`config.mk`:
```
export PLATFORM = sky130hd
export DESIGN_NAME = ldsf_status_flags
export DESIGN_NICKNAME = d
export VERILOG_FILES = /design/src/verilog/ldsf_pkg.sv /design/src/verilog/ldsf_status_flags.sv
export SDC_FILE = /design/constraint.sdc
export NUM_CORES = 1
export LEC_CHECK = 0
export BUFFER_PORTS_ARGS = -buffer_cell sky130_fd_sc_hd__buf_2
export CORE_UTILIZATION = 54
export CTS_BUF_LIST = sky130_fd_sc_hd__clkbuf_16
export CTS_CLUSTER_DIAMETER = 80
export DETAILED_ROUTE_END_ITERATION = 10
export MAX_ROUTING_LAYER = met4
export PLACE_DENSITY_LB_ADDON = 0.3
export SYNTH_ARGS = -nofsm -noshare
export SYNTH_HDL_FRONTEND = slang
export SYNTH_SLANG_ARGS = --single-unit
export TNS_END_PERCENT = 10
```
`constraint.sdc`:
```
create_clock -name clock -period 4.1 [get_ports clock]
set_input_delay 0.205 -clock clock [delete_from_list [all_inputs] [get_ports clock]]
set_output_delay 0.205 -clock clock [all_outputs]
set_load 0.02 [all_outputs]
```
`src/verilog/ldsf_pkg.sv`:
```
/*
 * Package for the event status flag block: register offsets, bit positions,
 * reset values, bus encodings, the receive suspension state and the carriers
 * for event strobes and descriptor actions.
 * Assumes a single 200 MHz clock domain shared by the block and its sources.
 */
package ldsf_pkg;

	// ------------------------------------------------------------------
	// Register map
	// ------------------------------------------------------------------
	localparam int ADDR_W = 8;
	localparam logic [ADDR_W-1:0] ADDR_EVENT_STATUS = 8'h00;
	localparam logic [ADDR_W-1:0] ADDR_EVENT_MASK = 8'h04;
	localparam logic [ADDR_W-1:0] ADDR_PORT_CONTROL = 8'h08;
	localparam logic [ADDR_W-1:0] ADDR_ENGINE_STATE = 8'h0C;

	// ------------------------------------------------------------------
	// Status fields
	// ------------------------------------------------------------------
	localparam int SYSTEM_ERROR_BIT = 13;
	localparam int LINK_FAIL_BIT = 12;
	localparam int TIMER_EXPIRED_BIT = 11;
	localparam int RX_WATCHDOG_BIT = 9;
	localparam int RX_STOPPED_BIT = 8;
	localparam int RX_BUF_UNAVAIL_BIT = 7;
	localparam int RX_COMPLETE_BIT = 6;
	localparam int TX_UNDERFLOW_BIT = 5;
	localparam int NORMAL_SUMMARY_BIT = 16;
	localparam int ABNORMAL_SUMMARY_BIT = 15;
	localparam logic [31:0] FLAG_BITS = 32'h0000_3BE0;
	localparam logic [31:0] NORMAL_BITS = 32'h0000_0840;
	localparam logic [31:0] ABNORMAL_BITS = 32'h0000_33A0;
	localparam logic [31:0] STATUS_RESET = 32'h0000_0000;
	localparam logic [31:0] MASK_RESET = 32'h0000_0000;

	// ------------------------------------------------------------------
	// Port control and engine state fields
	// ------------------------------------------------------------------
	localparam int CTL_SQUELCH_EN_BIT = 0;
	localparam int CTL_PORT_AUI_BIT = 1;
	localparam int CTL_FORCE_LINK_FAIL_BIT = 2;
	localparam logic [31:0] CTL_BITS = 32'h0000_0007;
	localparam logic [31:0] CTL_RESET = 32'h0000_0000;
	localparam int ST_DMA_ENABLE_BIT = 0;
	localparam int ST_RX_SUSPENDED_BIT = 1;
	localparam int ST_RU_ARMED_BIT = 2;

	// ------------------------------------------------------------------
	// Bus encodings
	// ------------------------------------------------------------------
	localparam logic [1:0] HTRANS_NONSEQ = 2'h2;
	localparam logic [1:0] HTRANS_SEQ = 2'h3;
	localparam logic HRESP_OKAY = 1'h0;

	typedef enum logic [1:0] {
		LDSF_RX_RUNNING = 2'b00,
		LDSF_RX_SUSPENDED = 2'b01
	} ldsf_rx_e;

	typedef struct packed {
		logic system_error;
		logic link_fail;
		logic timer_expired;
		logic rx_watchdog;
		logic rx_stopped;
		logic rx_desc_not_owned;
		logic rx_desc_owned;
		logic rx_frame_done;
		logic tx_underflow;
		logic rx_poll_demand;
		logic rx_frame_seen;
	} ldsf_event_s;

	typedef struct packed {
		logic rx_abort;
		logic rdes_length_error;
		logic rdes_last_desc;
		logic tx_suspend;
		logic tdes_underflow;
	} ldsf_action_s;

endpackage : ldsf_pkg

```
`src/verilog/ldsf_status_flags.sv`:
```
/*
 * Event status flags of the LAN controller with their mask, interrupt,
 * port control and engine state registers, reached over an AHB-Lite slave.
 * Assumes the event strobes come from logic on the same clock, one cycle each,
 * and that rst doubles as the software reset.
 * Assumes the one slave's hreadyout is fed back as hready and that only single
 * whole-word transfers arrive, so hsize needs no decode.
 * Every output leaves through a flop or is a constant of the bus protocol.
 */
`timescale 1ns/100ps

module ldsf_status_flags (
	input wire logic clock,
	input wire logic rst,
	input wire logic hsel,
	input wire logic [31:0] haddr,
	input wire logic [1:0] htrans,
	input wire logic hwrite,
	input wire logic [2:0] hsize,
	input wire logic [31:0] hwdata,
	input wire logic hready,
	output logic hreadyout,
	output logic hresp,
	output logic [31:0] hrdata,
	input wire ldsf_pkg::ldsf_event_s events,
	output ldsf_pkg::ldsf_action_s actions,
	output logic dma_enable,
	output logic rx_suspended,
	output logic squelch_enable,
	output logic port_aui_select,
	output logic irq
);
	import ldsf_pkg::*;

	// ------------------------------------------------------------------
	// Bus slave
	// ------------------------------------------------------------------
	logic wr_pend_ff;
	logic nxt_wr_pend_ff;
	logic [ADDR_W-1:0] wr_addr_ff;
	logic [ADDR_W-1:0] nxt_wr_addr_ff;
	logic [31:0] hrdata_ff;
	logic [31:0] nxt_hrdata_ff;
	logic addr_phase;
	logic wr_status;
	logic wr_mask;
	logic wr_ctl;

	// Only whole-word transfers are issued, so hsize needs no decode.
	assign addr_phase = hsel & hready & (htrans == HTRANS_NONSEQ | htrans == HTRANS_SEQ);
	assign wr_status = wr_pend_ff & (wr_addr_ff == ADDR_EVENT_STATUS);
	assign wr_mask = wr_pend_ff & (wr_addr_ff == ADDR_EVENT_MASK);
	assign wr_ctl = wr_pend_ff & (wr_addr_ff == ADDR_PORT_CONTROL);

	// ------------------------------------------------------------------
	// Registers
	// ------------------------------------------------------------------
	logic [31:0] status_ff;
	logic [31:0] nxt_status_ff;
	logic [31:0] mask_ff;
	logic [31:0] nxt_mask_ff;
	logic [31:0] ctl_ff;
	logic [31:0] nxt_ctl_ff;
	logic [31:0] flag_set;
	logic [31:0] flag_clr;
	logic [31:0] status_view;
	logic [31:0] state_view;
	logic link_fail_qualified;
	logic force_link_fail;
	logic ru_armed_ff;
	logic nxt_ru_armed_ff;
	ldsf_rx_e rx_state_ff;
	ldsf_rx_e nxt_rx_state_ff;
	ldsf_action_s actions_ff;
	ldsf_action_s nxt_actions_ff;
	logic dma_enable_ff;
	logic irq_ff;
	logic nxt_dma_enable_ff;
	logic nxt_irq_ff;
	logic rx_suspended_ff;
	logic nxt_rx_suspended_ff;

	// The qualifier reads the control bits as they stand, so a new setting acts a cycle later.
	assign link_fail_qualified = events.link_fail & ctl_ff[CTL_SQUELCH_EN_BIT]
		& ~ctl_ff[CTL_PORT_AUI_BIT];
	assign force_link_fail = wr_ctl & hwdata[CTL_FORCE_LINK_FAIL_BIT];

	// ------------------------------------------------------------------
	// Status flags
	// ------------------------------------------------------------------
	// A set and a clear in one cycle leave the flag set, so no event is lost to a late clear.
	always_comb begin
		flag_set = 32'h0000_0000;
		flag_set[SYSTEM_ERROR_BIT] = events.system_error;
		flag_set[LINK_FAIL_BIT] = link_fail_qualified | force_link_fail;
		flag_set[TIMER_EXPIRED_BIT] = events.timer_expired;
		flag_set[RX_WATCHDOG_BIT] = events.rx_watchdog;
		flag_set[RX_STOPPED_BIT] = events.rx_stopped;
		flag_set[RX_BUF_UNAVAIL_BIT] = events.rx_desc_not_owned & ru_armed_ff;
		flag_set[RX_COMPLETE_BIT] = events.rx_frame_done | events.rx_watchdog;
		flag_set[TX_UNDERFLOW_BIT] = events.tx_underflow;
		flag_clr = wr_status ? hwdata : 32'h0000_0000;
	end

	// Each flag is independent; bits outside the flag set stay at zero.
	genvar gi;
	generate
		for (gi = 0; gi < 32; gi++) begin : g_flag
			if (FLAG_BITS[gi]) begin : g_live
				assign nxt_status_ff[gi] = flag_set[gi] | (status_ff[gi] & ~flag_clr[gi]);
			end else begin : g_dead
				assign nxt_status_ff[gi] = STATUS_RESET[gi];
			end
		end
	endgenerate

	always_ff @(posedge clock) begin
		if (rst) begin
			status_ff <= STATUS_RESET;
		end else begin
			status_ff <= nxt_status_ff;
		end
	end

	// ------------------------------------------------------------------
	// Read views
	// ------------------------------------------------------------------
	// The summaries are read-only views; a write to them does nothing.
	always_comb begin
		status_view = nxt_status_ff;
		status_view[NORMAL_SUMMARY_BIT] = |(nxt_status_ff & nxt_mask_ff & NORMAL_BITS);
		status_view[ABNORMAL_SUMMARY_BIT] = |(nxt_status_ff & nxt_mask_ff & ABNORMAL_BITS);
		state_view = 32'h0000_0000;
		state_view[ST_DMA_ENABLE_BIT] = ~nxt_status_ff[SYSTEM_ERROR_BIT];
		state_view[ST_RX_SUSPENDED_BIT] = (nxt_rx_state_ff == LDSF_RX_SUSPENDED);
		state_view[ST_RU_ARMED_BIT] = nxt_ru_armed_ff;
	end

	// ------------------------------------------------------------------
	// Mask and port control
	// ------------------------------------------------------------------
	// A force link fail write is stored like the other bits but acts only on the write itself.
	always_comb begin
		nxt_mask_ff = wr_mask ? (hwdata & FLAG_BITS) : mask_ff;
		nxt_ctl_ff = wr_ctl ? (hwdata & CTL_BITS) : ctl_ff;
	end

	always_ff @(posedge clock) begin
		if (rst) begin
			mask_ff <= MASK_RESET;
			ctl_ff <= CTL_RESET;
		end else begin
			mask_ff <= nxt_mask_ff;
			ctl_ff <= nxt_ctl_ff;
		end
	end

	// ------------------------------------------------------------------
	// Receive suspension and buffer-unavailable arming
	// ------------------------------------------------------------------
	// A host-owned fetch while suspended keeps reception suspended until it is woken.
	always_comb begin
		nxt_rx_state_ff = rx_state_ff;
		case (rx_state_ff)
			LDSF_RX_RUNNING: begin
				if (events.rx_desc_not_owned) begin
					nxt_rx_state_ff = LDSF_RX_SUSPENDED;
				end
			end
			LDSF_RX_SUSPENDED: begin
				if (events.rx_poll_demand | events.rx_frame_seen) begin
					nxt_rx_state_ff = LDSF_RX_RUNNING;
				end
			end
			default: begin
				nxt_rx_state_ff = LDSF_RX_RUNNING;
			end
		endcase
	end

	// A watchdog abort leaves the receive state untouched, so it keeps running.
	always_ff @(posedge clock) begin
		if (rst) begin
			rx_state_ff <= LDSF_RX_RUNNING;
		end else begin
			rx_state_ff <= nxt_rx_state_ff;
		end
	end

	// Arming follows the last fetch outcome, so a run of host-owned fetches flags once.
	always_comb begin
		if (events.rx_desc_owned) begin
			nxt_ru_armed_ff = 1'b1;
		end else if (events.rx_desc_not_owned) begin
			nxt_ru_armed_ff = 1'b0;
		end else begin
			nxt_ru_armed_ff = ru_armed_ff;
		end
	end

	always_ff @(posedge clock) begin
		if (rst) begin
			ru_armed_ff <= 1'b1;
		end else begin
			ru_armed_ff <= nxt_ru_armed_ff;
		end
	end

	// ------------------------------------------------------------------
	// Descriptor actions and status outputs
	// ------------------------------------------------------------------
	// Strobes and levels leave through flops, a cycle after their cause.
	always_comb begin
		nxt_actions_ff.rx_abort = events.rx_watchdog;
		nxt_actions_ff.rdes_length_error = events.rx_watchdog;
		nxt_actions_ff.rdes_last_desc = events.rx_watchdog;
		nxt_actions_ff.tx_suspend = events.tx_underflow;
		nxt_actions_ff.tdes_underflow = events.tx_underflow;
		nxt_dma_enable_ff = ~nxt_status_ff[SYSTEM_ERROR_BIT];
		nxt_rx_suspended_ff = (nxt_rx_state_ff == LDSF_RX_SUSPENDED);
	end

	always_ff @(posedge clock) begin
		if (rst) begin
			actions_ff <= '0;
			dma_enable_ff <= 1'b1;
			rx_suspended_ff <= 1'b0;
		end else begin
			actions_ff <= nxt_actions_ff;
			dma_enable_ff <= nxt_dma_enable_ff;
			rx_suspended_ff <= nxt_rx_suspended_ff;
		end
	end

	// ------------------------------------------------------------------
	// Interrupt
	// ------------------------------------------------------------------
	// The level follows next values, so it rises on the edge that sets the flag.
	always_comb begin
		nxt_irq_ff = |(nxt_status_ff & nxt_mask_ff);
	end

	always_ff @(posedge clock) begin
		if (rst) begin
			irq_ff <= 1'b0;
		end else begin
			irq_ff <= nxt_irq_ff;
		end
	end

	// ------------------------------------------------------------------
	// Bus slave data path
	// ------------------------------------------------------------------
	// Write data trails its address phase by a cycle, so the address waits in a flop.
	always_comb begin
		nxt_wr_pend_ff = addr_phase & hwrite;
		nxt_wr_addr_ff = addr_phase ? haddr[ADDR_W-1:0] : wr_addr_ff;
		// Read data comes from next values so a read right after a write sees it.
		nxt_hrdata_ff = 32'h0000_0000;
		if (addr_phase & ~hwrite) begin
			case (haddr[ADDR_W-1:0])
				ADDR_EVENT_STATUS: nxt_hrdata_ff = status_view;
				ADDR_EVENT_MASK: nxt_hrdata_ff = nxt_mask_ff;
				ADDR_PORT_CONTROL: nxt_hrdata_ff = nxt_ctl_ff;
				ADDR_ENGINE_STATE: nxt_hrdata_ff = state_view;
				default: nxt_hrdata_ff = 32'h0000_0000;
			endcase
		end
	end

	always_ff @(posedge clock) begin
		if (rst) begin
			wr_pend_ff <= 1'b0;
			wr_addr_ff <= '0;
			hrdata_ff <= 32'h0000_0000;
		end else begin
			wr_pend_ff <= nxt_wr_pend_ff;
			wr_addr_ff <= nxt_wr_addr_ff;
			hrdata_ff <= nxt_hrdata_ff;
		end
	end

	assign hreadyout = 1'b1;
	assign hresp = HRESP_OKAY;
	assign hrdata = hrdata_ff;
	assign actions = actions_ff;
	assign dma_enable = dma_enable_ff;
	assign rx_suspended = rx_suspended_ff;
	assign squelch_enable = ctl_ff[CTL_SQUELCH_EN_BIT];
	assign port_aui_select = ctl_ff[CTL_PORT_AUI_BIT];
	assign irq = irq_ff;

endmodule : ldsf_status_flags

```
==> results of run 1 <==
## per-stage QoR
step,total power [W],instance area [um^2]
final,0.00270,5070
after global routing,0.00278,5070
after detailed placement,0.00130,4490
after global placement,0.00129,4490
after CTS,0.00271,5070
after floorplan,0.00126,4080
## power breakdown
| group | switching, W | total [W] | internal, W |
|---|---|---|---|
| clock network | 0.000532 | 0.00142 | 0.000892 |
| registers | 0.00000582 | 0.00119 | 0.00119 |
| logic | 0.0000480 | 0.0000775 | 0.0000295 |
## Yosys cell counts (2+ instances only)
cell type  number  share of area, %
conb_1          2              0.18
a31oi_1         4              0.61
a22o_1          3              0.65
or4b_4          2              0.68
mux2_2          5               1.4
buf_4           5              0.92
nor2b_1        17               2.6
a221oi_1        2              0.43
clkbuf_1       19               1.8
and3_1          2              0.31
nand3b_1        2              0.37
nor2_1         43               4.0
mux2_4          3               1.1
nor3b_1         2              0.37
nand3_1         3              0.37
nor3_1          7              0.86
nand2_1        25               2.3
mux2i_1         4              0.98
nor4_1          3              0.46
and2_1         53               8.1
dfxtp_1       121                59
inv_1           7              0.65
a22oi_1        27               5.0
a21oi_1        26               3.2
nand2b_1        4              0.61
## state kept, by name (all words and copies together) (netlist names), 2 cells and up
| signal | flops |
|---|---|
| mask_ff | 32 |
| ctl_ff | 32 |
| rx_state_ff | 2 |
| wr_addr_ff | 8 |
| hrdata | 32 |
| status_ff | 8 |
| actions | 2 |
## layer usage
metal / global-route usage (%) / up-vias
li1: - / 1513
met1: 29.9 / 1428
met2: 37.6 / 88
met4: 12.2 / 0
met5: - / -
met3: 6.16 / 10
## final timing paths
| check | startpoint | to | slack [ps] | cells past startpoint |
|---|---|---|---|---|
| hold / removal | events[4] | ru_armed_ff$_SDFF_PP1_ | 30 | 3 |
| hold reg to reg | ctl_ff[13]$_SDFF_PP0_ | hrdata[13]$_SDFF_PP0_ | 450 | 2 |
| setup / recovery | wr_addr_ff[6]$_SDFFE_PP0P_ | hrdata[15]$_SDFF_PP0_ | 1390 | 6 |
| setup reg to reg | wr_addr_ff[6]$_SDFFE_PP0P_ | hrdata[15]$_SDFF_PP0_ | 1390 | 6 |
## logic make-up after synthesis
family,share of synthesized area [%]
other,0.184
AOI/OAI and AO/OA,11.2
muxes,3.47
buffers and inverters,3.69
and+or+nand+nor,22.0
DFF,59.5
## worst register-to-register path, stage by stage (launching register included)
cell     delay [ps]
dfxtp_1         330
or4b_4          550
or4b_4          640
mux2_4          350
a22o_1          260
o31ai_1         290
a21oi_1         110
## layout make-up
class                      count  area (um^2)  share of cell area (%)
sequential                   121         2420                    47.8
multi-input combinational    252         1510                    29.8
clock buffer                  17          425                    8.39
timing repair buffer          80          408                    8.04
clock inverter                15          154                    3.03
tap                           99          124                    2.44
inverter                       7         26.3                   0.518
==> results.toml, run 1 <==
[outcome]
outcome = "finished clean"

[floorplan]
io_pins = 129
die_area_um2 = 7890
num_rows = 31
core-area_um2 = 7250
die_w_um = 88.8
initial_core_util_pct = 56.1
fp.dieH_um = 88.8

[clock_network]
cts_tree = "yes"
cts_root_buf = "clkbuf_16"
cts.sinks = 121
clock_latency_ps = 410
ctsResizeCount = 0
clk_pin_slew_ps = 50
htreeDepth = 4
clock_path_buffers = 2
cts_setup_buffers = 0
ctsHoldBuffers = 0
numCtsBuffers = 17

[finish]
nFillCells = 567
layout_commonest_cell = "dfxtp_1"
layout_common_cells = "dfxtp_1, buf_2, and2_1, nor2_1, a22oi_1"
fin_nets = 564
layout.cells.non_filler = 591
fin_util_pct = 69.9
antenna_cells = 0
drive_above_1_share_pct = 25.6
area_growth_pct = 24.6

[yosys]
syn_area_per_cell_um2 = 10.1
synthDistinctLibCells = 39
syn_inst = 405
synthFlopType = "dfxtp_1"
synth_edf_count = 0
synth_warnings = 0
ys_seq_area_share_pct = 59.5
syn_area_um2 = 4070
yosys_register_bits = 121
ys_async_sr_fraction_pct = 0

[route]
drtPass1Iterations = 4
ant_nets = 0
wl_met3_um = 418
drtIter0Drc = 183
wl_um = 8370
vias = 3039
dr_wl_met2_um = 3940
topRoutingLayerUsed = "met4"
drt-met1-wl_um = 3920
via_per_inst = 5.14
post_drt_wl_per_cell_um = 14.2
drc = 0

[worst_hold_path]
hold_path_class = "in -> reg"

[power]
powerDensity_nw_per_um2 = 532
ir_drop_mv = 0.299
power_leakage_nw = 2.15

[sta]
fmax_ghz = 0.368
fin_skew_ps = 14.6
fin_tns_setup_ps = 0
fin_ws_ps = 1390
finalHoldViolCount = 0
period_minus_slack_ps = 2710
report.final.setup_viol = 0
tightest_slew_ps = 1210
whs_ps = 31.3
slew_viol_final = 0
rsz0062_at_grt = "false"
slew_headroom_pct = 19.3
fin_crit_sh_pct = 66.2

[place]
place_ws_ps = 1410
hpwl_um = 5220
dp.cells = 559
numPortBuffers = 77
place_congestion = 0.795

[global_routing]
antenna_found_initial = 0
grt_start_max_net_pins = 38
grtUsageTotal_pct = 24.4
gr-total-overflow = 0
grt_pass1_vias = 2901
grt_pass1_wl_um = 13600

[critical_path]
critPathTopFamily = "simple AND/OR/NAND/NOR gates"
path_class = "reg -> reg"
cp_slowest_cell = "or4b_4"
cp_common_cell = "or4b_4"
crit_buf_inv = 0
cp.required_ps = 4330
cp-end-kind = "flip-flop"
worstPathMaxFanout = 10
crit_path_start_kind = "flip-flop"
crit_chain = "or4b_4 > or4b_4 > mux2_4 > a22o_1 > o31ai_1 > a21oi_1"
cpPeakStageDelay_ps = 640
worstPathArrival_ps = 2950

[run]
maxCapViolations = 0
No activity file was read; power rests on OpenSTA's default activity.
==> inputs of run 2 (changes only) <==
--- a/config.mk
+++ b/config.mk
@@ -6,7 +6,7 @@
 export NUM_CORES = 1
 export LEC_CHECK = 0
 export BUFFER_PORTS_ARGS = -buffer_cell sky130_fd_sc_hd__buf_2
-export CORE_UTILIZATION = 54
+export CORE_UTILIZATION = 45
 export CTS_BUF_LIST = sky130_fd_sc_hd__clkbuf_16
 export CTS_CLUSTER_DIAMETER = 80
 export DETAILED_ROUTE_END_ITERATION = 10
==> constraint.sdc (replaced) <==
create_clock -name clock -period 2.36 [get_ports clock]
set_input_delay 0.118 -clock clock [delete_from_list [all_inputs] [get_ports clock]]
set_output_delay 0.118 -clock clock [all_outputs]
set_load 0.02 [all_outputs]
==> run 2 against run 1 <==
  * Highest routed layer unchanged
  * Cell count increased by 9.1%
  * Wire length increased by 9.6%
  * Register-to-register slack got worse by 1600 ps
  * The flow now finishes with violations (negative setup slack)
  * Global-route usage decreased by 3.7 points
  * Design area increased by 9.8%
  * Sequential share of layout area decreased by 4.3 points
  * Count of clock-buffer cells in the layout unchanged
  * Die area increased by 20%
  * Via count increased by 4.6%
==> results.toml, run 2 (synthesis results as in run 1) <==
[outcome]
outcome = "finished with violations"
violations = "negative setup slack"

[finish]
drive_above_1_share_pct = 32.6
antenna_cells = 0
final_cell_area_um2 = 5570
fin_util_pct = 63.9
fin_nets = 609
nFillCells = 704
layout_common_cells = "dfxtp_1, buf_2, and2_1, nor2_1, buf_4"
area_growth_pct = 36.8
layout_commonest_cell = "dfxtp_1"

[route]
wl_um = 9170
post_drt_wl_per_cell_um = 14.2
drtIter0Drc = 155
via_per_inst = 4.93
vias = 3178
ant_nets = 0
drc = 0
drtPass1Iterations = 4

[floorplan]
num_rows = 34
core-area_um2 = 8720
initial_core_util_pct = 46.7
io_pins = 129
fp.dieH_um = 97.1
die_area_um2 = 9430
die_w_um = 97.1

[sta]
fin_crit_sh_pct = 107
fin_skew_ps = 13.9
tightest_slew_ps = 1050
slew_viol_final = 0
fmax_ghz = 0.396
rsz0062_at_grt = "true"
whs_ps = 41.8
period_minus_slack_ps = 2530
report.final.setup_viol = 3
slew_headroom_pct = 30.0
finalHoldViolCount = 0
fin_ws_ps = -165

[global_routing]
antenna_found_initial = 0
grt_start_max_net_pins = 38
grtUsageTotal_pct = 20.7
grt_pass1_vias = 3146
gr-total-overflow = 0
grt_pass1_wl_um = 15100

[clock_network]
clk_pin_slew_ps = 60
htreeDepth = 4
numCtsBuffers = 17
cts_tree = "yes"
cts_setup_buffers = 0
clock_path_buffers = 2
cts.sinks = 121
clock_latency_ps = 410
cts_root_buf = "clkbuf_16"

[power]
powerDensity_nw_per_um2 = 854
power_leakage_nw = 2.37
power_w = 0.00476
ir_drop_mv = 0.474

[critical_path]
cp_common_cell = "or4b_4"
cp.required_ps = 2610
r2r_start = "wr_addr_ff[0]$_SDFFE_PP0P_"
crit_chain = "or4b_4 > or4b_4 > mux2_4 > a22o_1 > nor4_2 > nor2_1"
cpPeakStageDelay_ps = 580
crit_path_start_kind = "flip-flop"
worstPathArrival_ps = 2780
cp_slowest_cell = "or4b_4"
critical_path.startpoint = "wr_addr_ff[0]$_SDFFE_PP0P_"
cp-end-kind = "flip-flop"
worstPathMaxFanout = 8
path_class = "reg -> reg"

[place]
place_ws_ps = -127
dpl_cell_area_um2 = 4760
place_congestion = 0.851
hpwl_um = 5860
numPortBuffers = 77

[worst_hold_path]
hold_path_class = "in -> reg"
min-delay-start = "hwdata[2]"

[run]
maxCapViolations = 0
-- run 2: timing repair --
action / CTS / global route
endpoints found under the setup margin: 9 / 23
resized for setup: 1 / 19
cloned: 0 / 0
pin swaps: 0 / 1
hold endpoints to repair: 13 / 0
hold buffers: 13 / 0
-- run 2: metrics by stage --
stage | cells | setup TNS [ps]
after detailed placement | 600 | -272
after CTS | 645 | -285
after global placement | 600 | -133
final | 645 | -412
after global routing | 645 | -798
after floorplan | 406 | -81.3
-- run 2: worst paths after layout --
| path | to | slack, ps | cells past startpoint |
|---|---|---|---|
| setup / recovery | irq$_SDFF_PP0_ | -170 | 6 |
| hold / removal | ctl_ff[2]$_SDFF_PP0_ | 40 | 3 |
| hold reg to reg | rx_suspended$_SDFF_PP0_ | 460 | 1 |
| setup reg to reg | irq$_SDFF_PP0_ | -170 | 6 |
-- run 2: critical path, delay by kind of cell, from the launching register on --
kind / cells / cell delay [ps]
AND/OR/NAND/NOR: 4 / 1470
multiplexers: 1 / 330
flip-flops: 1 / 310
AO/OA/AOI/OAI: 1 / 260
-- run 2: cell type report --
class | instances | area (um^2) | area share, %
clock buffer | 17 | 425 | 7.64
tap | 108 | 135 | 2.43
inverter | 7 | 26.3 | 0.472
sequential | 121 | 2420 | 43.5
clock inverter | 15 | 153 | 2.74
multi-input combinational | 252 | 1620 | 29.0
timing repair buffer | 125 | 791 | 14.2
-- run 2: power by group --
group / switching, W / internal (W) / leakage (nW)
registers: 0.00000817 / 0.00206 / 0.979
logic: 0.0000957 / 0.0000814 / 1.12
clock network: 0.000952 / 0.00155 / 0.279
-- run 2: metal layers --
metal  global-route usage [%]  wire [um]  up-vias
li1                         -          -     1603
met1                     27.3       4400     1494
met2                     31.4       4300       73
met3                     4.32        367        8
met4                     7.92        104        0
met5                        -          0        -
==> inputs of run 3 (changes only) <==
--- a/config.mk
+++ b/config.mk
@@ -5,13 +5,15 @@
 export SDC_FILE = /design/constraint.sdc
 export NUM_CORES = 1
 export LEC_CHECK = 0
+export ABC_AREA = 1
 export BUFFER_PORTS_ARGS = -buffer_cell sky130_fd_sc_hd__buf_2
-export CORE_UTILIZATION = 45
+export CORE_UTILIZATION = 46
 export CTS_BUF_LIST = sky130_fd_sc_hd__clkbuf_16
 export CTS_CLUSTER_DIAMETER = 80
 export DETAILED_ROUTE_END_ITERATION = 10
 export MAX_ROUTING_LAYER = met4
 export PLACE_DENSITY_LB_ADDON = 0.3
+export SKIP_CTS_REPAIR_TIMING = 1
 export SYNTH_ARGS = -nofsm -noshare
 export SYNTH_HDL_FRONTEND = slang
 export SYNTH_SLANG_ARGS = --single-unit
==> run 3 against run 2 <==
  * Utilization is 4.0 points lower
  * Clock power is 7% higher
  * Synthesized cell count is 38% higher
  * Non-clock buffer count is 33 lower
  * The run ends with negative hold slack left
  * Highest routed layer unchanged
  * Maximum frequency is 39% higher
==> results.toml, run 3 <==
[outcome]
outcome = "finished with violations"
violations = "negative hold slack"

[sta]
slew_viol_final = 0
whs_ps = -26.7
report.final.setup_viol = 0
finalHoldViolCount = 1
fin_tns_setup_ps = 0
slew_headroom_pct = 58.1
rsz0062_at_grt = "false"
period_minus_slack_ps = 1820
fin_crit_sh_pct = 77.1
fmax_ghz = 0.550
fin_skew_ps = 7.01
tightest_slew_ps = 624

[critical_path]
cpPeakStageDelay_ps = 330
crit_buf_inv = 2
critPathTopFamily = "simple AND/OR/NAND/NOR gates"
cp.required_ps = 2630
crit_path_start_kind = "flip-flop"
worstPathMaxFanout = 22
reg2reg_depth = 13
crit_chain = "nor2_1 > nand2_2 > inv_1 > nand2_2 > inv_1 > nand2_1 > nand2_1 > nand2_1 > nand2_1 > nor2_1 > nand2_1 > nor2_1 > nor2_1"
cp_slowest_cell = "nand2_2"
worstPathArrival_ps = 2090
crit_cells = 13
path_class = "reg -> reg"
cp-end-kind = "flip-flop"
cp_common_cell = "nand2_1"

[route]
post_drt_wl_per_cell_um = 12.5
vias = 3728
drtIter0Drc = 229
wl_um = 9470
via_per_inst = 4.92
ant_nets = 0
drc = 0
drtPass1Iterations = 5

[finish]
layout_commonest_cell = "nand2_1"
fin_nets = 719
area_growth_pct = 26.2
drive_above_1_share_pct = 20.2
layout_common_cells = "nand2_1, dfxtp_1, buf_2, nor2_1, nand3_1"
fin_util_pct = 59.8
antenna_cells = 0
final_cell_area_um2 = 5500

[global_routing]
grt_pass1_vias = 3454
grt_pass1_wl_um = 15500
antenna_found_initial = 0
grtUsageTotal_pct = 20.9
gr-total-overflow = 0
grt_start_max_net_pins = 56

[clock_network]
numCtsBuffers = 17
clock_latency_ps = 400
cts_tree = "yes"
clock_path_buffers = 2
clk_pin_slew_ps = 60
cts_root_buf = "clkbuf_16"
cts.sinks = 121
htreeDepth = 4

[yosys]
synthAdderAreaFrac_pct = 0
synth_compound_area_share_pct = 8.93
syn_area_um2 = 4360
synth_top_family_by_area = "simple AND/OR/NAND/NOR gates"
ys_async_sr_fraction_pct = 0
yosys.area_share.xor_xnor_pct = 0
synth_mux_area_share_pct = 0
synth_edf_count = 0
synth_top_area_share_pct = 55.6
yosysTopAreaCell = "dfxtp_1"
synth_warnings = 0
syn_inst = 557
netlist_top_cells_count = "nand2_1, dfxtp_1, nor2_1, nand3_1, a21oi_1"
yosysMostFrequentCell = "nand2_1"
yosys_register_bits = 121
yosys.area_share.simple_pct = 28.0
ys_seq_area_share_pct = 55.6
yosys-top-cells-area = "dfxtp_1, nand2_1, nand3_1"
syn_area_per_cell_um2 = 7.83
synthFlopType = "dfxtp_1"
synthDistinctLibCells = 27

[floorplan]
fp.dieH_um = 99.3
die_area_um2 = 9870
initial_core_util_pct = 47.4
core-area_um2 = 9200
io_pins = 129
die_w_um = 99.3
num_rows = 35

[power]
power_leakage_nw = 2.32
ir_drop_mv = 0.402
powerDensity_nw_per_um2 = 898

[place]
place_congestion = 0.783
numPortBuffers = 77
dpl_cell_area_um2 = 4820
hpwl_um = 5880

[run]
maxCapViolations = 0

[worst_hold_path]
whs_path_depth = 3
hold_path_class = "in -> reg"
==> run 3: cell types whose count changed after synthesis, moves of 9 or more <==
cell	change
inv_1	+31
a21oi_1	+18
o21ai_1	+9
nand2_1	+112
nor2b_1	-17
a22oi_1	-26
nand3_1	+56
buf_2	+12
nor2_1	+32
and2_1	-53
==> run 3: stage by stage <==
step           setup WS [ps]  total power [W]  hold slack (ps)  instances
2_1_floorplan            929          0.00223              218        558
6_report                 541          0.00494            -26.7        758
3_5_place_dp             556          0.00229              333        720
3_3_place_gp             579          0.00228              329        720
5_1_grt                  356          0.00509             2.47        758
4_1_cts                  524          0.00496            -87.2        752
==> run 3: worst paths after layout <==
kind,end,startpoint,slack [ps]
worst max-delay path,irq$_SDFF_PP0_,wr_addr_ff[6]$_SDFFE_PP0P_,540
worst min-delay path,actions[2]$_SDFF_PP0_,events[7],-30
worst max register to register,irq$_SDFF_PP0_,wr_addr_ff[6]$_SDFFE_PP0P_,540
worst min register to register,ctl_ff[30]$_SDFF_PP0_,ctl_ff[30]$_SDFF_PP0_,440
==> run 3: cell families (layout without fill, tap and decap cells) <==
group,Yosys count,after routing
flip-flops,121,121
other,2,3
AND/OR/NAND/NOR,284,284
AO/OA/AOI/OAI,74,74
buffers and inverters,76,165
==> run 3: worst register-to-register path, stage by stage, from the launching register on <==
cell     delay, ps
dfxtp_1        320
nor2_1          60
nand2_2        110
inv_1           60
nand2_2        330
inv_1          140
nand2_1        100
nand2_1         90
nand2_1         70
nand2_1         50
nor2_1         110
nand2_1         80
nor2_1         100
nor2_1          50
==> run 3: layer usage <==
layer | global-route usage (%) | vias up | routed length [um]
li1 | - | 1924 | -
met1 | 24.9 | 1684 | 4340
met2 | 33.9 | 105 | 4500
met3 | 5.97 | 15 | 505
met4 | 7.47 | 0 | 116
met5 | - | - | 0
==> run 3: layout make-up <==
cell class | instances | area, um^2
Tap cell | 111 | 139
Sequential cell | 121 | 2420
Multi-Input combinational cell | 361 | 1640
Clock buffer | 17 | 425
Clock inverter | 15 | 201
Inverter | 41 | 154
Timing Repair Buffer | 92 | 526
Fill cell | 816 | 3690
==> run 3: where the power goes <==
group | switching (W) | internal, W
logic | 0.000114 | 0.0000617
registers | 0.00000846 | 0.00207
clock network | 0.000923 | 0.00177
